### src/hdl/srt_defs.vh
`ifndef SRT_DEFS_VH
`define SRT_DEFS_VH
// ----------------------------------------
// register offsets (word index)
// ----------------------------------------
`define SRT_OFS_OUT_NODES 2'h0
`define SRT_OFS_IN_NODES 2'h1
`define SRT_OFS_WAIT_TIME 2'h2
`define SRT_OFS_RESERVED 2'h3
// ----------------------------------------
// reset values and limits
// ----------------------------------------
`define SRT_RST_NODES 16'h0000
`define SRT_RST_WAIT 16'h0001
`define SRT_WAIT_MIN 16'h0001
`define SRT_WAIT_MAX 16'hFFDC
// ----------------------------------------
// timing: one wait unit in ns, clock period in ns
// ----------------------------------------
`define SRT_UNIT_NS 10000
`define SRT_CLK_NS 10
`define SRT_UNIT_CYC (`SRT_UNIT_NS / `SRT_CLK_NS)
// ----------------------------------------
// status word bit positions
// ----------------------------------------
`define SRT_ST_DONE 0
`define SRT_ST_MISSING 8
`define SRT_ST_UNREG 9
`define SRT_ST_ERROR 15
`endif

### src/hdl/srt_slave_registration_tables.v
`timescale 1ns/1ns
`default_nettype none
`include "srt_defs.vh"

// Operation
// - output word bit n marks output node n (0..15) as expected
// - input word bit n marks input node n (0..15) as expected
// - both words are the reference list only while registration is enabled
// - wait word takes 0001..FFDC units; device waits that long before judging missing slaves
// - checking runs only when the enable switch is on
// - done flag when all registered joined in time; clear if none registered
// - missing flag after timeout, clears itself once offending slave joins
// - unregistered flag latches when a non-listed slave joins
module srt_slave_registration_tables #(
  parameter UNIT_CYC = `SRT_UNIT_CYC
) (
  // clock and control
  input wire sys_clk,
  input wire rst,
  input wire clk_en,
  input wire restart,
  input wire reg_enable,
  // register port
  input wire [1:0] reg_addr,
  input wire reg_wr,
  input wire [15:0] reg_wdata,
  output reg [15:0] reg_rdata,
  // joined slaves from the network
  input wire [15:0] joined_output_nodes,
  input wire [15:0] joined_input_nodes,
  // status
  output reg [15:0] status_word,
  output reg [15:0] missing_output_nodes,
  output reg [15:0] missing_input_nodes,
  output reg [15:0] unreg_output_nodes,
  output reg [15:0] unreg_input_nodes
);

  // ----------------------------------------
  // sizes and state
  // ----------------------------------------
  localparam NODE_COUNT = 16;

  reg [15:0] expected_output_nodes_r;
  reg [15:0] expected_input_nodes_r;
  reg [15:0] join_wait_time_r;
  reg [31:0] unit_cnt_r;
  reg [15:0] wait_cnt_r;
  reg expired_r;
  reg done_r;
  reg [15:0] rdata_nxt;
  reg [15:0] status_nxt;
  wire [15:0] mis_o_nxt;
  wire [15:0] mis_i_nxt;
  wire [15:0] unr_o_nxt;
  wire [15:0] unr_i_nxt;
  wire [15:0] gap_o;
  wire [15:0] gap_i;
  wire restart_any;
  wire [15:0] wait_clip;
  wire unit_last;
  wire wait_last;
  wire all_joined;
  wire any_reg;
  wire check_on;
  wire done_now;
  wire miss_any;
  wire unreg_any;

  // ----------------------------------------
  // helpers
  // ----------------------------------------
  // keep a wait word inside the legal span of units
  function [15:0] clamp_wait(input [15:0] raw);
    if (raw < `SRT_WAIT_MIN)
      clamp_wait = `SRT_WAIT_MIN;
    else if (raw > `SRT_WAIT_MAX)
      clamp_wait = `SRT_WAIT_MAX;
    else
      clamp_wait = raw;
  endfunction

  // listed nodes that are not present
  function [15:0] absent_nodes(input [15:0] listed, input [15:0] present);
    absent_nodes = listed & ~present;
  endfunction

  // ----------------------------------------
  // shared decode
  // ----------------------------------------
  assign restart_any = rst | restart;
  assign check_on = reg_enable;
  assign wait_clip = clamp_wait(join_wait_time_r);
  assign gap_o = absent_nodes(expected_output_nodes_r, joined_output_nodes);
  assign gap_i = absent_nodes(expected_input_nodes_r, joined_input_nodes);
  assign any_reg = |{expected_output_nodes_r, expected_input_nodes_r};
  assign all_joined = (gap_o == 16'h0000) && (gap_i == 16'h0000);
  assign done_now = check_on && !expired_r && any_reg && all_joined;
  assign unit_last = (unit_cnt_r >= UNIT_CYC - 1);
  assign wait_last = ((wait_cnt_r + 16'h0001) >= wait_clip);

  // ----------------------------------------
  // register file
  // ----------------------------------------
  always @(posedge sys_clk) begin
    if (rst) begin
      expected_output_nodes_r <= `SRT_RST_NODES;
      expected_input_nodes_r <= `SRT_RST_NODES;
      join_wait_time_r <= `SRT_RST_WAIT;
    end else if (clk_en && reg_wr) begin
      case (reg_addr)
        `SRT_OFS_OUT_NODES: expected_output_nodes_r <= reg_wdata;
        `SRT_OFS_IN_NODES: expected_input_nodes_r <= reg_wdata;
        `SRT_OFS_WAIT_TIME: join_wait_time_r <= clamp_wait(reg_wdata);
        `SRT_OFS_RESERVED: ;
        default: ;
      endcase
    end
  end

  // ----------------------------------------
  // read port
  // ----------------------------------------
  always @* begin
    case (reg_addr)
      `SRT_OFS_OUT_NODES: rdata_nxt = expected_output_nodes_r;
      `SRT_OFS_IN_NODES: rdata_nxt = expected_input_nodes_r;
      `SRT_OFS_WAIT_TIME: rdata_nxt = join_wait_time_r;
      `SRT_OFS_RESERVED: rdata_nxt = 16'h0000;
      default: rdata_nxt = 16'h0000;
    endcase
  end

  always @(posedge sys_clk) begin
    if (rst) begin
      reg_rdata <= 16'h0000;
    end else if (clk_en) begin
      reg_rdata <= rdata_nxt;
    end
  end

  // ----------------------------------------
  // participation monitoring timer
  // ----------------------------------------
  // unit prescaler
  always @(posedge sys_clk) begin
    if (restart_any) begin
      unit_cnt_r <= 32'h00000000;
    end else if (clk_en && !expired_r) begin
      if (unit_last) begin
        unit_cnt_r <= 32'h00000000;
      end else begin
        unit_cnt_r <= unit_cnt_r + 32'h00000001;
      end
    end
  end

  // units elapsed since reset or restart
  always @(posedge sys_clk) begin
    if (restart_any) begin
      wait_cnt_r <= 16'h0000;
      expired_r <= 1'b0;
    end else if (clk_en && !expired_r && unit_last) begin
      if (wait_last) begin
        expired_r <= 1'b1;
      end else begin
        wait_cnt_r <= wait_cnt_r + 16'h0001;
      end
    end
  end

  // ----------------------------------------
  // per-node comparison
  // ----------------------------------------
  genvar node_i;
  generate
    for (node_i = 0; node_i < NODE_COUNT; node_i = node_i + 1) begin : g_node
      assign mis_o_nxt[node_i] = check_on & expired_r & gap_o[node_i];
      assign mis_i_nxt[node_i] = check_on & expired_r & gap_i[node_i];
      assign unr_o_nxt[node_i] = unreg_output_nodes[node_i] |
        (check_on & joined_output_nodes[node_i] & ~expected_output_nodes_r[node_i]);
      assign unr_i_nxt[node_i] = unreg_input_nodes[node_i] |
        (check_on & joined_input_nodes[node_i] & ~expected_input_nodes_r[node_i]);
    end
  endgenerate

  // ----------------------------------------
  // status word
  // ----------------------------------------
  assign miss_any = |{mis_o_nxt, mis_i_nxt};
  assign unreg_any = |{unr_o_nxt, unr_i_nxt};

  always @* begin
    status_nxt = 16'h0000;
    status_nxt[`SRT_ST_DONE] = done_r | done_now;
    status_nxt[`SRT_ST_MISSING] = miss_any;
    status_nxt[`SRT_ST_UNREG] = unreg_any;
    status_nxt[`SRT_ST_ERROR] = miss_any | unreg_any;
  end

  // ----------------------------------------
  // status registers
  // ----------------------------------------
  always @(posedge sys_clk) begin
    if (restart_any) begin
      done_r <= 1'b0;
      missing_output_nodes <= 16'h0000;
      missing_input_nodes <= 16'h0000;
      unreg_output_nodes <= 16'h0000;
      unreg_input_nodes <= 16'h0000;
      status_word <= 16'h0000;
    end else if (clk_en) begin
      if (done_now) begin
        done_r <= 1'b1;
      end
      missing_output_nodes <= mis_o_nxt;
      missing_input_nodes <= mis_i_nxt;
      unreg_output_nodes <= unr_o_nxt;
      unreg_input_nodes <= unr_i_nxt;
      status_word <= status_nxt;
    end
  end

endmodule
`default_nettype wire

### config.mk
export PLATFORM = sky130hd
export DESIGN_NAME = srt_slave_registration_tables
export DESIGN_NICKNAME = d
export VERILOG_FILES = /design/src/hdl/srt_slave_registration_tables.v
export VERILOG_INCLUDE_DIRS = /design/src /design/src/hdl
export SDC_FILE = /design/constraint.sdc
export NUM_CORES = 1
export LEC_CHECK = 0
export BUFFER_PORTS_ARGS = -buffer_cell sky130_fd_sc_hd__buf_4
export CAP_MARGIN = 25
export CORE_UTILIZATION = 50
export CTS_CLUSTER_SIZE = 20
export DETAILED_ROUTE_END_ITERATION = 8
export PLACE_DENSITY = 0.77
export SETUP_SLACK_MARGIN = 0.5
export SLEW_MARGIN = 40
export SYNTH_ARGS = -nofsm -noshare
export SYNTH_HDL_FRONTEND = slang
export SYNTH_SLANG_ARGS = --single-unit
### constraint.sdc
create_clock -name sys_clk -period 5.6 [get_ports sys_clk]
set_input_delay 1.4 -clock sys_clk [delete_from_list [all_inputs] [get_ports sys_clk]]
set_output_delay 1.4 -clock sys_clk [all_outputs]
set_load 0.02 [all_outputs]
After elaboration in Yosys (flattened, before gate mapping)

Cells that the tools add are included.

Input port bits: 56
Output and inout port bits: 96
Word-level logic and storage cells: 219
Flip-flop bits (word level): 182

Order comparisons: 6
Muxes and demuxes: 6
Bitwise logic cells: 169
Reduce and logical (&&, ||, !) cells: 20
$add $sub $neg: 2
Equality and inequality tests: 3

Operators with widths:

| kind                                                                                   | number |
|---|---|
| 1-bit AND                                                                              | 97 |
| 32-bit OR reduction                                                                    | 3 |
| 16-bit 2-to-1 mux                                                                      | 4 |
| 16-bit one-hot mux with 4 select lines                                                 | 1 |
| 1-bit OR                                                                               | 35 |
| 1-bit inverter                                                                         | 33 |
| 32-bit by 1-bit adder with 32-bit output (second input constant)                       | 1 |
| 16-bit AND                                                                             | 2 |
| 32-bit by 10-bit greater-or-equal comparator with 1-bit output (second input constant) | 1 |
| 16-bit > comparator (second input constant)                                            | 2 |
| 16-bit zero test                                                                       | 2 |
| 16-bit by 1-bit less-than comparator with 1-bit output (second input constant)         | 2 |
| 32-bit 2-to-1 mux                                                                      | 1 |
| 16-bit inverter                                                                        | 2 |
| 16-bit by 1-bit adder with 16-bit output (second input constant)                       | 1 |
| 16-bit greater-or-equal comparator                                                     | 1 |
| 2-bit AND reduction                                                                    | 6 |
| 1-bit logical AND                                                                      | 7 |
| 2-bit == test (second input constant)                                                  | 2 |
| 2-bit by 1-bit == test with 1-bit output (second input constant)                       | 1 |
| 2-bit zero test                                                                        | 1 |
| 1-bit zero test                                                                        | 1 |

Logic depth before layout (Yosys ltp)

Gate-level depths: netlist of run 1.

Depth after elaboration: 6
Mapped depth: 15
Depth with buffers taken out: 13

Least setup slack after synthesis of run 1

No wires, ideal clock.

Kind: register -> register
From: register wait_cnt_r[0]
To: register wait_cnt_r[0]
Period minus slack after synthesis: 3.252 ns
Arrival: 3.181 ns
Stages on the path, launching flop included: 16
Path slack: 2.348 ns
Buffers on the path: 2
Cells stage by stage: dfxtp_1 -> ha_1 -> nand3_2 -> nor2_4 -> nand4_2 -> or2_1 -> xnor2_1 -> ha_1 -> nand4_1 -> nor3_1 -> or4b_1 -> nand4_1 -> clkbuf_1 -> buf_4 -> o21ai_0 -> a21oi_1

Cells in the longest elaborated chain, start to end: 4

Ends and longest elaborated chain:

| element                                    | line                                                                     | text |
|---|---|---|
| start, declared                            | srt_slave_registration_tables.v:48                                       | `reg [15:0] wait_cnt_r;` |
| start signal, assigned                     | srt_slave_registration_tables.v:167                                      | `wait_cnt_r <= wait_cnt_r + 16'h0001;` |
| 16-bit by 1-bit adder with 16-bit output * | srt_slave_registration_tables.v:100, srt_slave_registration_tables.v:167 |  |
| 16-bit greater-or-equal comparator         | srt_slave_registration_tables.v:100                                      | `assign wait_last = ((wait_cnt_r + 16'h0001) >= wait_clip);` |
| 1-bit inverter (no line)                   | n/a                                                                      |  |
| 2-bit AND reduction (no line)              | n/a                                                                      |  |

Every way passes the cells marked *; elsewhere a longest branch is shown, timed or not.
A chain may end at the register's enable or synchronous reset.

Final worst setup path of run 1

From: register wait_cnt_r[0]
To: register wait_cnt_r[4]

Same word-level chain as after synthesis.

==> results of run 1 <==
[power by group]
| group | internal (uW) | leakage [uW] | total (uW) | switching [uW] |
|---|---|---|---|---|
| logic | 93.2 | 0.00211 | 247 | 153 |
| registers | 1310 | 0.00147 | 1340 | 23.6 |
| clock network | 632 | 0.000280 | 1200 | 564 |
| total | 2040 | 0.00386 | 2780 | 741 |
[cells in the final DEF (no fill, tap or decap), types with 18 or more instances in the layout]
cell type	count
nand4_1	19
nor2_1	128
a21oi_1	142
dfxtp_1	182
nor4_1	44
nor2b_1	67
mux2i_1	21
nand3_1	42
buf_4	146
ha_1	18
nand2b_1	35
nand2_1	98
[registers in the layout, indices dropped and copies added (netlist names)]
register,count
unit_cnt_r,32
expected_input_nodes_r,16
expected_output_nodes_r,16
join_wait_time_r,16
missing_input_nodes,16
missing_output_nodes,16
reg_rdata,16
unreg_input_nodes,16
unreg_output_nodes,16
wait_cnt_r,16
status_word,4
done_r,1
expired_r,1
[path summary, 6_finish.rpt]
kind	end	slack, ps	cells past startpoint
hold / removal	unit_cnt_r[31]$_SDFFE_PP0P_	450	2
setup / recovery	wait_cnt_r[4]$_SDFFE_PP0P_	1580	14
hold reg to reg	unit_cnt_r[31]$_SDFFE_PP0P_	450	2
setup reg to reg	wait_cnt_r[4]$_SDFFE_PP0P_	1580	14
[cell families (layout without fill, tap and decap cells)]
family / after synthesis / count (layout) / synth area share [%]
AOI/OAI and AO/OA: 218 / 218 / 14.79
xor gates and xnor gates: 29 / 29 / 2.963
adders and majority gates: 18 / 18 / 2.628
buffers and inverters: 89 / 195 / 4.803
DFF: 182 / 182 / 42.51
muxes: 21 / 21 / 2.453
other: 1 / 12 / 0.04375
and+or+nand+nor: 493 / 493 / 29.81
[stage by stage]
stage / setup WS (ps) / cell area (um2) / hold WS [ps]
finish: 1579 / 10230 / 452.4
global route: 1268 / 10230 / 479.4
CTS: 1588 / 10230 / 455.6
detailed placement: 1627 / 9641 / 442.8
global placement: 1788 / 9635 / 438.8
floorplan: 2348 / 8612 / 423.7
[worst max-delay path, delay by kind of cell (launching register included)]
kind / cells / cell delay, ps
and+or+nand+nor: 9 / 2260
adders and majority gates: 2 / 520
buffers and inverters: 1 / 420
DFF: 1 / 420
xor gates and xnor gates: 1 / 170
AOI/OAI and AO/OA: 1 / 150
[metal layers]
metal	part of all wire (%)	GRT usage [%]	vias to the layer above
li1	-	-	3877
met1	44	34.66	3719
met2	47	45.08	276
met3	6.3	6.743	43
met4	2.4	9.962	0
met5	0	0	-
[final cells by class]
cell class	count	area, um2
fillers	1485	6416
repair buffers	146	1096
flip-flops and latches	182	3643
well taps	220	275.3
multi-input cells	791	4562
clock inverters	15	160.2
clock buffers	17	425.4
inverters	17	63.81
==> impl_metrics.json, run 1 <==
{
  "cp_cell_sequence": "ha_1, nand3_2, nor2_4, nand4_2, or2_1, xnor2_1, ha_1, nand4_1, nor3_1, or4b_1, nand4_1, buf_4, or4_2, a21oi_1",
  "wirelength_um": 24090,
  "clk_latency_ps": 440,
  "avgViaCountPerCell": 5.702,
  "hold_viol": 0,
  "fin_total_pwr_uw": 2781,
  "initial_core_util_pct": 51.50,
  "synthTopCellsByArea": "dfxtp_1 43%, a21oi_1 8.3%, nor2_1 5.6%",
  "status": "completed",
  "clock_sinks": 182,
  "ys_warn_count": 0,
  "worst-setup-path-type": "reg -> reg",
  "place.gp.congestion": 0.9672,
  "leakage_uw": 0.003859,
  "path_max_fanout": 19,
  "fp.dieH_um": 132.9,
  "wire_per_inst_um": 17.35,
  "layout.cells.non_filler": 1388,
  "ant_nets": 0,
  "synth_edf_count": 0,
  "clk_pin_slew_ps": 70,
  "synth.largest_area_cell": "dfxtp_1",
  "grt_use_total_pct": 27.39,
  "grt_first_pass_wirelength_um": 37930,
  "num_rows": 47,
  "max-slew-margin-rel_pct": 47.07,
  "h-tree-depth": 4,
  "setup_viol": 0,
  "worstMarginPinSlew_ps": 791.1,
  "synthToLayoutAreaGrowth_pct": 19.31,
  "powerDensity_nw_per_um2": 271.9,
  "crit_arrival_ps": 4380,
  "cts_buffer_depth": 2,
  "fin_tns_setup_ps": 0,
  "worst_hold_path_type": "reg -> reg",
  "cts-hold-fix-buffers": 0,
  "rsz0062_at_grt": "no",
  "hold_start": "unit_cnt_r[31]$_SDFFE_PP0P_",
  "grt_antenna_before_repair": 0,
  "end_kind": "register",
  "synth.distinct_cells": 59,
  "synth_seq_cells": 182,
  "drtPass1Iterations": 6,
  "maxCapViolations": 0,
  "postLayoutCoreUtil_pct": 61.45,
  "drt_iter0_markers": 809,
  "postSynth.asyncResetShare_pct": 0,
  "syn_area_um2": 8571,
  "netlist_instances": 1051,
  "post_cts_buffers": 0,
  "cp-startpoint": "wait_cnt_r[0]$_SDFFE_PP0P_",
  "cts_tree": "built",
  "synthTopCellsByCount": "182 x dfxtp_1, 142 x a21oi_1, 128 x nor2_1, 98 x nand2_1, 67 x nor2b_1",
  "synth_top_cell_area_share_pct": 42.51,
  "port_buffers": 139,
  "diodes": 0,
  "crit_required_ps": 5960,
  "layout-drive-gt1-share_pct": 16.95,
  "period_needed_ps": 4021,
  "fin_crit_sh_pct": 71.81,
  "fp.dieW_um": 132.9,
  "finClkSkew_ps": 10.58,
  "drc": 0,
  "rr_startpoint": "wait_cnt_r[0]$_SDFFE_PP0P_",
  "design.core.area_um2": 16640,
  "synth_area_per_cell_um2": 8.155,
  "placedCellCount": 1356,
  "hpwl_um": 17450,
  "overflow": 0,
  "ys_seq_area_share_pct": 42.51,
  "fmax_ghz": 0.2487,
  "nets": 1229,
  "grt_max_degree": 69,
  "start_kind": "register",
  "cts_resized": 0,
  "cts-root-buf": "clkbuf_16",
  "grt_pass1_vias": 7332,
  "yosysMostFrequentCell": "dfxtp_1",
  "cts-buffers-inserted": 17,
  "die-area_um2": 17670,
  "cpPeakStageDelay_ps": 540,
  "synthFlopType": "dfxtp_1",
  "vias": 7915,
  "cp_slowest_cell": "or4_2",
  "ir_drop_mv": 0.2445,
  "slew_viol_final": 0,
  "ios": 152
}
(Power assumes the default switching activity.)
==> run 2, diff against run 1 <==
--- a/config.mk
+++ b/config.mk
@@ -11,7 +11,7 @@
 export CORE_UTILIZATION = 50
 export CTS_CLUSTER_SIZE = 20
 export DETAILED_ROUTE_END_ITERATION = 8
-export PLACE_DENSITY = 0.77
+export PLACE_DENSITY = 0.79
 export SETUP_SLACK_MARGIN = 0.5
 export SLEW_MARGIN = 40
 export SYNTH_ARGS = -nofsm -noshare
==> constraint.sdc (replaced) <==
create_clock -name sys_clk -period 3.44 [get_ports sys_clk]
set_input_delay 0.86 -clock sys_clk [delete_from_list [all_inputs] [get_ports sys_clk]]
set_output_delay 0.86 -clock sys_clk [all_outputs]
set_load 0.02 [all_outputs]
==> impl_metrics.json, run 2 (synthesis gave the netlist of run 1 again) <==
{
  "cts-hold-fix-buffers": 0,
  "cp-startpoint": "wait_cnt_r[1]$_SDFFE_PP0P_",
  "ir_drop_mv": 0.3844,
  "drtPass1Iterations": 5,
  "overflow": 0,
  "drc": 0,
  "grt_first_pass_wirelength_um": 38300,
  "pwr-share-seq_pct": 46.9,
  "synthToLayoutAreaGrowth_pct": 23.65,
  "end_kind": "register",
  "hold_start": "unit_cnt_r[31]$_SDFFE_PP0P_",
  "fin_tns_setup_ps": 0,
  "crit_required_ps": 3800,
  "design.core.area_um2": 16640,
  "slew_viol_final": 0,
  "mostFrequentLayoutCell": "dfxtp_1",
  "grt_max_degree": 69,
  "cts-root-buf": "clkbuf_16",
  "maxCapViolations": 0,
  "grt_use_total_pct": 27.55,
  "layout-drive-gt1-share_pct": 20.86,
  "postLayoutCoreUtil_pct": 63.68,
  "finClkSkew_ps": 10.53,
  "grt_pass1_vias": 7492,
  "diodes": 0,
  "layout_common_cells": "166 x dfxtp_1, 164 x buf_4, 140 x a21oi_1",
  "swShare_pct": 25.13,
  "fmax_ghz": 0.3053,
  "cts-buffers-inserted": 17,
  "worst_slack_ps": 164.0,
  "ios": 152,
  "regMostFlops": "unit_cnt_r",
  "status": "completed",
  "ant_nets": 0,
  "die-area_um2": 17670,
  "max-slew-margin-rel_pct": 52.61,
  "clock_sinks": 182,
  "rrSetupSlack_ps": 160,
  "period_needed_ps": 3276,
  "vias": 8130,
  "start_kind": "register",
  "grt_antenna_before_repair": 0,
  "fp.dieW_um": 132.9,
  "port_buffers": 139,
  "p_comb_share_pct": 9.3,
  "clkPwrFrac_pct": 43.8,
  "clk_latency_ps": 440,
  "drt_iter0_markers": 737,
  "p_switching_uw": 1164,
  "avgViaCountPerCell": 5.770,
  "setup_viol": 0,
  "wire_per_inst_um": 17.39,
  "worst_hold_path_type": "reg -> reg",
  "clk_pin_slew_ps": 70,
  "powerDensity_nw_per_um2": 437.1,
  "cts_tree": "built",
  "fin_crit_sh_pct": 95.23,
  "hold_viol": 0,
  "num_rows": 47,
  "hold_slack_ps": 454.7,
  "place.gp.congestion": 0.8728,
  "rr_startpoint": "wait_cnt_r[1]$_SDFFE_PP0P_",
  "place_ws_ps": 225.8,
  "nets": 1250,
  "hpwl_um": 17020,
  "fp.dieH_um": 132.9,
  "fin_total_pwr_uw": 4633,
  "worstMarginPinSlew_ps": 710.9,
  "rsz0062_at_grt": "yes",
  "worst-setup-path-type": "reg -> reg",
  "h-tree-depth": 4,
  "largest_register_ff_count": 32,
  "crit_arrival_ps": 3640,
  "initial_core_util_pct": 51.50,
  "leakage_uw": 0.004045,
  "path_max_fanout": 6,
  "cts_buffer_depth": 2,
  "wirelength_um": 24510,
  "internal_power_uw": 3468
}
[run 2: metal layers]
layer	routed length (um)	GRT usage, %	vias up
met5	0	0	-
met4	982	13.92	0
met3	1730	6.322	76
met2	11560	44.65	322
met1	10230	34.24	3801
li1	-	-	3931
[run 2: final cells by class]
type                            count  area [um2]
Timing Repair Buffer              167        1277
Tap cell                          220       275.3
Inverter                           17       63.81
Multi-Input combinational cell    791        4702
Fill cell                        1412        6045
Sequential cell                   182        3674
Clock inverter                     12       168.9
Clock buffer                       20       436.7
[run 2: what timing repair did]
action / in CTS / in global routing
endpoints found under the setup margin: 17 / 17
pin swaps: 4 / 11
endpoints found under the hold margin: 0 / 0
gates resized for setup: 15 / 27
gates cloned: 1 / 0
setup buffers: 11 / 4
[run 2: path summary, 6_finish.rpt]
check,end,cells past startpoint
hold reg to reg,unit_cnt_r[31]$_SDFFE_PP0P_,2
setup reg to reg,wait_cnt_r[10]$_SDFFE_PP0P_,14
setup / recovery,wait_cnt_r[10]$_SDFFE_PP0P_,14
hold / removal,unit_cnt_r[31]$_SDFFE_PP0P_,2
[run 2: per-stage QoR]
stage                     area, um2  cells
final                         10600   1409
after global routing          10600   1409
after CTS                     10480   1405
after detailed placement       9717   1361
after global placement         9717   1361
after floorplan                8648   1062
[run 2: worst max-delay path: stages (launching register included)]
cell and delay (ps):
dfxtp_4 380, and3_4 190, and3_4 210, nand4_4 90, or3_4 370, xnor2_2 140, ha_1 310, nand4_1 160
nor3_2 80, nor3_2 200, nand4_1 200, buf_6 190, buf_4 130, or4_1 400, a21oi_1 150
[run 2: power by group through the flow]
stage	registers [uW]	logic (uW)	clock network, uW
2_1_floorplan	2230	234	0
3_3_place_gp	2220	394	0
3_5_place_dp	2220	397	0
4_1_cts	2170	410	2040
5_1_grt	2180	463	2130
6_report	2170	429	2030
==> run 3, diff against run 2 <==
--- a/config.mk
+++ b/config.mk
@@ -12,7 +12,6 @@
 export CTS_CLUSTER_SIZE = 20
 export DETAILED_ROUTE_END_ITERATION = 8
 export PLACE_DENSITY = 0.79
-export SETUP_SLACK_MARGIN = 0.5
 export SLEW_MARGIN = 40
 export SYNTH_ARGS = -nofsm -noshare
 export SYNTH_HDL_FRONTEND = slang
==> constraint.sdc (replaced) <==
create_clock -name sys_clk -period 2.9 [get_ports sys_clk]
set_input_delay 0.725 -clock sys_clk [delete_from_list [all_inputs] [get_ports sys_clk]]
set_output_delay 0.725 -clock sys_clk [all_outputs]
set_load 0.02 [all_outputs]
==> impl_metrics.json, run 3 (synthesis gave the netlist of run 1 again) <==
{
  "regArea_um2": 3652,
  "worst-setup-path-type": "reg -> reg",
  "status": "finished, violations left",
  "drc": 0,
  "layout.cells.non_filler": 1436,
  "end_kind": "register",
  "ir_drop_mv": 0.4054,
  "fmax_ghz": 0.3205,
  "whs_endpoint": "unit_cnt_r[31]$_SDFFE_PP0P_",
  "powerDensity_nw_per_um2": 501.1,
  "nets": 1277,
  "h-tree-depth": 4,
  "worst_hold_path_type": "reg -> reg",
  "leakage_uw": 0.004101,
  "num_rows": 47,
  "period_needed_ps": 3120,
  "diodes": 0,
  "cts-root-buf": "clkbuf_16",
  "slew_viol_final": 0,
  "cp_cell_sequence": "and3_4, and3_4, nand4_4, or3_4, xnor2_1, ha_1, nand4_1, buf_4, nor3_1, nor3_1, nand4_1, buf_4, or4_1, a21oi_1",
  "fp.dieH_um": 132.9,
  "avgViaCountPerCell": 5.734,
  "wire_per_inst_um": 17.13,
  "cts-hold-fix-buffers": 0,
  "finClkSkew_ps": 12.19,
  "maxCapViolations": 0,
  "grt_first_pass_wirelength_um": 38690,
  "design.core.area_um2": 16640,
  "wirelength_um": 24600,
  "worst-path-buf-inv": 2,
  "regMostFlops": "unit_cnt_r",
  "vias": 8234,
  "rsz0062_at_grt": "yes",
  "grt_antenna_before_repair": 0,
  "max-slew-margin-rel_pct": 52.13,
  "ios": 152,
  "hold_start": "unit_cnt_r[31]$_SDFFE_PP0P_",
  "cp_slowest_cell": "or4_1",
  "clk_latency_ps": 430,
  "path_max_fanout": 13,
  "rr_startpoint": "wait_cnt_r[1]$_SDFFE_PP0P_",
  "postLayoutCoreUtil_pct": 63.76,
  "drt_iter0_markers": 859,
  "die-area_um2": 17670,
  "hpwl_um": 17790,
  "cpPeakStageDelay_ps": 400,
  "synthToLayoutAreaGrowth_pct": 23.81,
  "overflow": 0,
  "worst_slack_ps": -219.7,
  "reg2regPathDepth": 14,
  "crit_required_ps": 3250,
  "port_buffers": 139,
  "cts_buffer_depth": 2,
  "holdPathStages": 2,
  "layout_common_cells": "192 x buf_4, 179 x dfxtp_1, 142 x a21oi_1",
  "critical-path-top-delay-family": "simple AND/OR/NAND/NOR gates",
  "clk_pin_slew_ps": 70,
  "violations": "negative setup slack",
  "cts-buffers-inserted": 17,
  "rrSetupSlack_ps": -220,
  "largest_register_ff_count": 32,
  "grt_max_degree": 72,
  "hold_slack_ps": 456.3,
  "timing.rr.end": "wait_cnt_r[5]$_SDFFE_PP0P_",
  "fin_total_pwr_uw": 5318,
  "multi_input_area_um2": 4594,
  "grt_pass1_vias": 7546,
  "layout-drive-gt1-share_pct": 20.39,
  "cts_tree": "built",
  "place.gp.congestion": 0.8941,
  "drtPass1Iterations": 5,
  "placedCellCount": 1403,
  "initial_core_util_pct": 51.50,
  "clock_sinks": 182,
  "hold_viol": 0,
  "fin_tns_setup_ps": -2659,
  "start_kind": "register",
  "mostFrequentLayoutCell": "buf_4",
  "crit_arrival_ps": 3470,
  "num-fill-cells": 1418,
  "fin_crit_sh_pct": 107.6,
  "setup_viol": 17,
  "worstMarginPinSlew_ps": 718.1,
  "grt_use_total_pct": 27.73,
  "fp.dieW_um": 132.9,
  "ant_nets": 0
}
run 3: how the worst max path moves through the flow:
stage                          startpoint                           to  slack (ps)  depth (start not counted)
2_1_floorplan  wait_cnt_r[1]$_SDFFE_PP0P_   wait_cnt_r[0]$_SDFFE_PP0P_        -100                         14
3_3_place_gp   wait_cnt_r[1]$_SDFFE_PP0P_  wait_cnt_r[15]$_SDFFE_PP0P_        -170                         14
3_5_place_dp   wait_cnt_r[1]$_SDFFE_PP0P_  wait_cnt_r[11]$_SDFFE_PP0P_        -230                         14
4_1_cts        wait_cnt_r[0]$_SDFFE_PP0P_  wait_cnt_r[11]$_SDFFE_PP0P_        -220                         14
5_1_grt        wait_cnt_r[1]$_SDFFE_PP0P_  wait_cnt_r[15]$_SDFFE_PP0P_        -380                         14
6_report       wait_cnt_r[1]$_SDFFE_PP0P_   wait_cnt_r[5]$_SDFFE_PP0P_        -220                         14
run 3: repair_timing:
action / 4_1_cts / 5_1_grt
buffers inserted: 1 / 0
gates resized for setup: 1 / 4
endpoints found under the setup margin: 17 / 17
run 3: stage by stage:
stage                     worst slack (ps)  cell area [um2]
after floorplan                     -104.5             8648
after global placement              -166.7            10030
after detailed placement            -229.5            10030
after CTS                           -220.0            10600
after global routing                -383.0            10610
final                               -219.7            10610
run 3: worst reg2reg max path, delay by kind of cell (launching register included):
| kind | cells | cell delay (ps) |
|---|---|---|
| and+or+nand+nor | 9 | 1700 |
| DFF | 1 | 370 |
| buffers and inverters | 2 | 340 |
| adders and majority gates | 1 | 310 |
| AOI/OAI and AO/OA | 1 | 180 |
| xor gates and xnor gates | 1 | 140 |
run 3: final cells by class:
class / count / area share [%]
Clock inverter: 12 / 1.097
Tap cell: 220 / 2.594
Timing Repair Buffer: 194 / 13.88
Inverter: 17 / 0.6013
Multi-Input combinational cell: 791 / 43.30
Clock buffer: 20 / 4.115
Sequential cell: 182 / 34.42
run 3: where the power goes:
part           internal, uW  switching, uW  leakage (uW)
Sequential             2540           41.7       0.00147
Combinational           200            305       0.00235
Clock                  1200           1030      0.000272
Total                  3940           1380       0.00410
run 3: layer usage:
metal | part of all wire, % | global-route usage [%] | vias to the layer above
li1 | - | - | 3977
met1 | 42 | 36.00 | 3832
met3 | 7.5 | 6.054 | 65
met4 | 3.5 | 12.20 | 0
met5 | 0 | 0 | -
met2 | 47 | 44.15 | 360
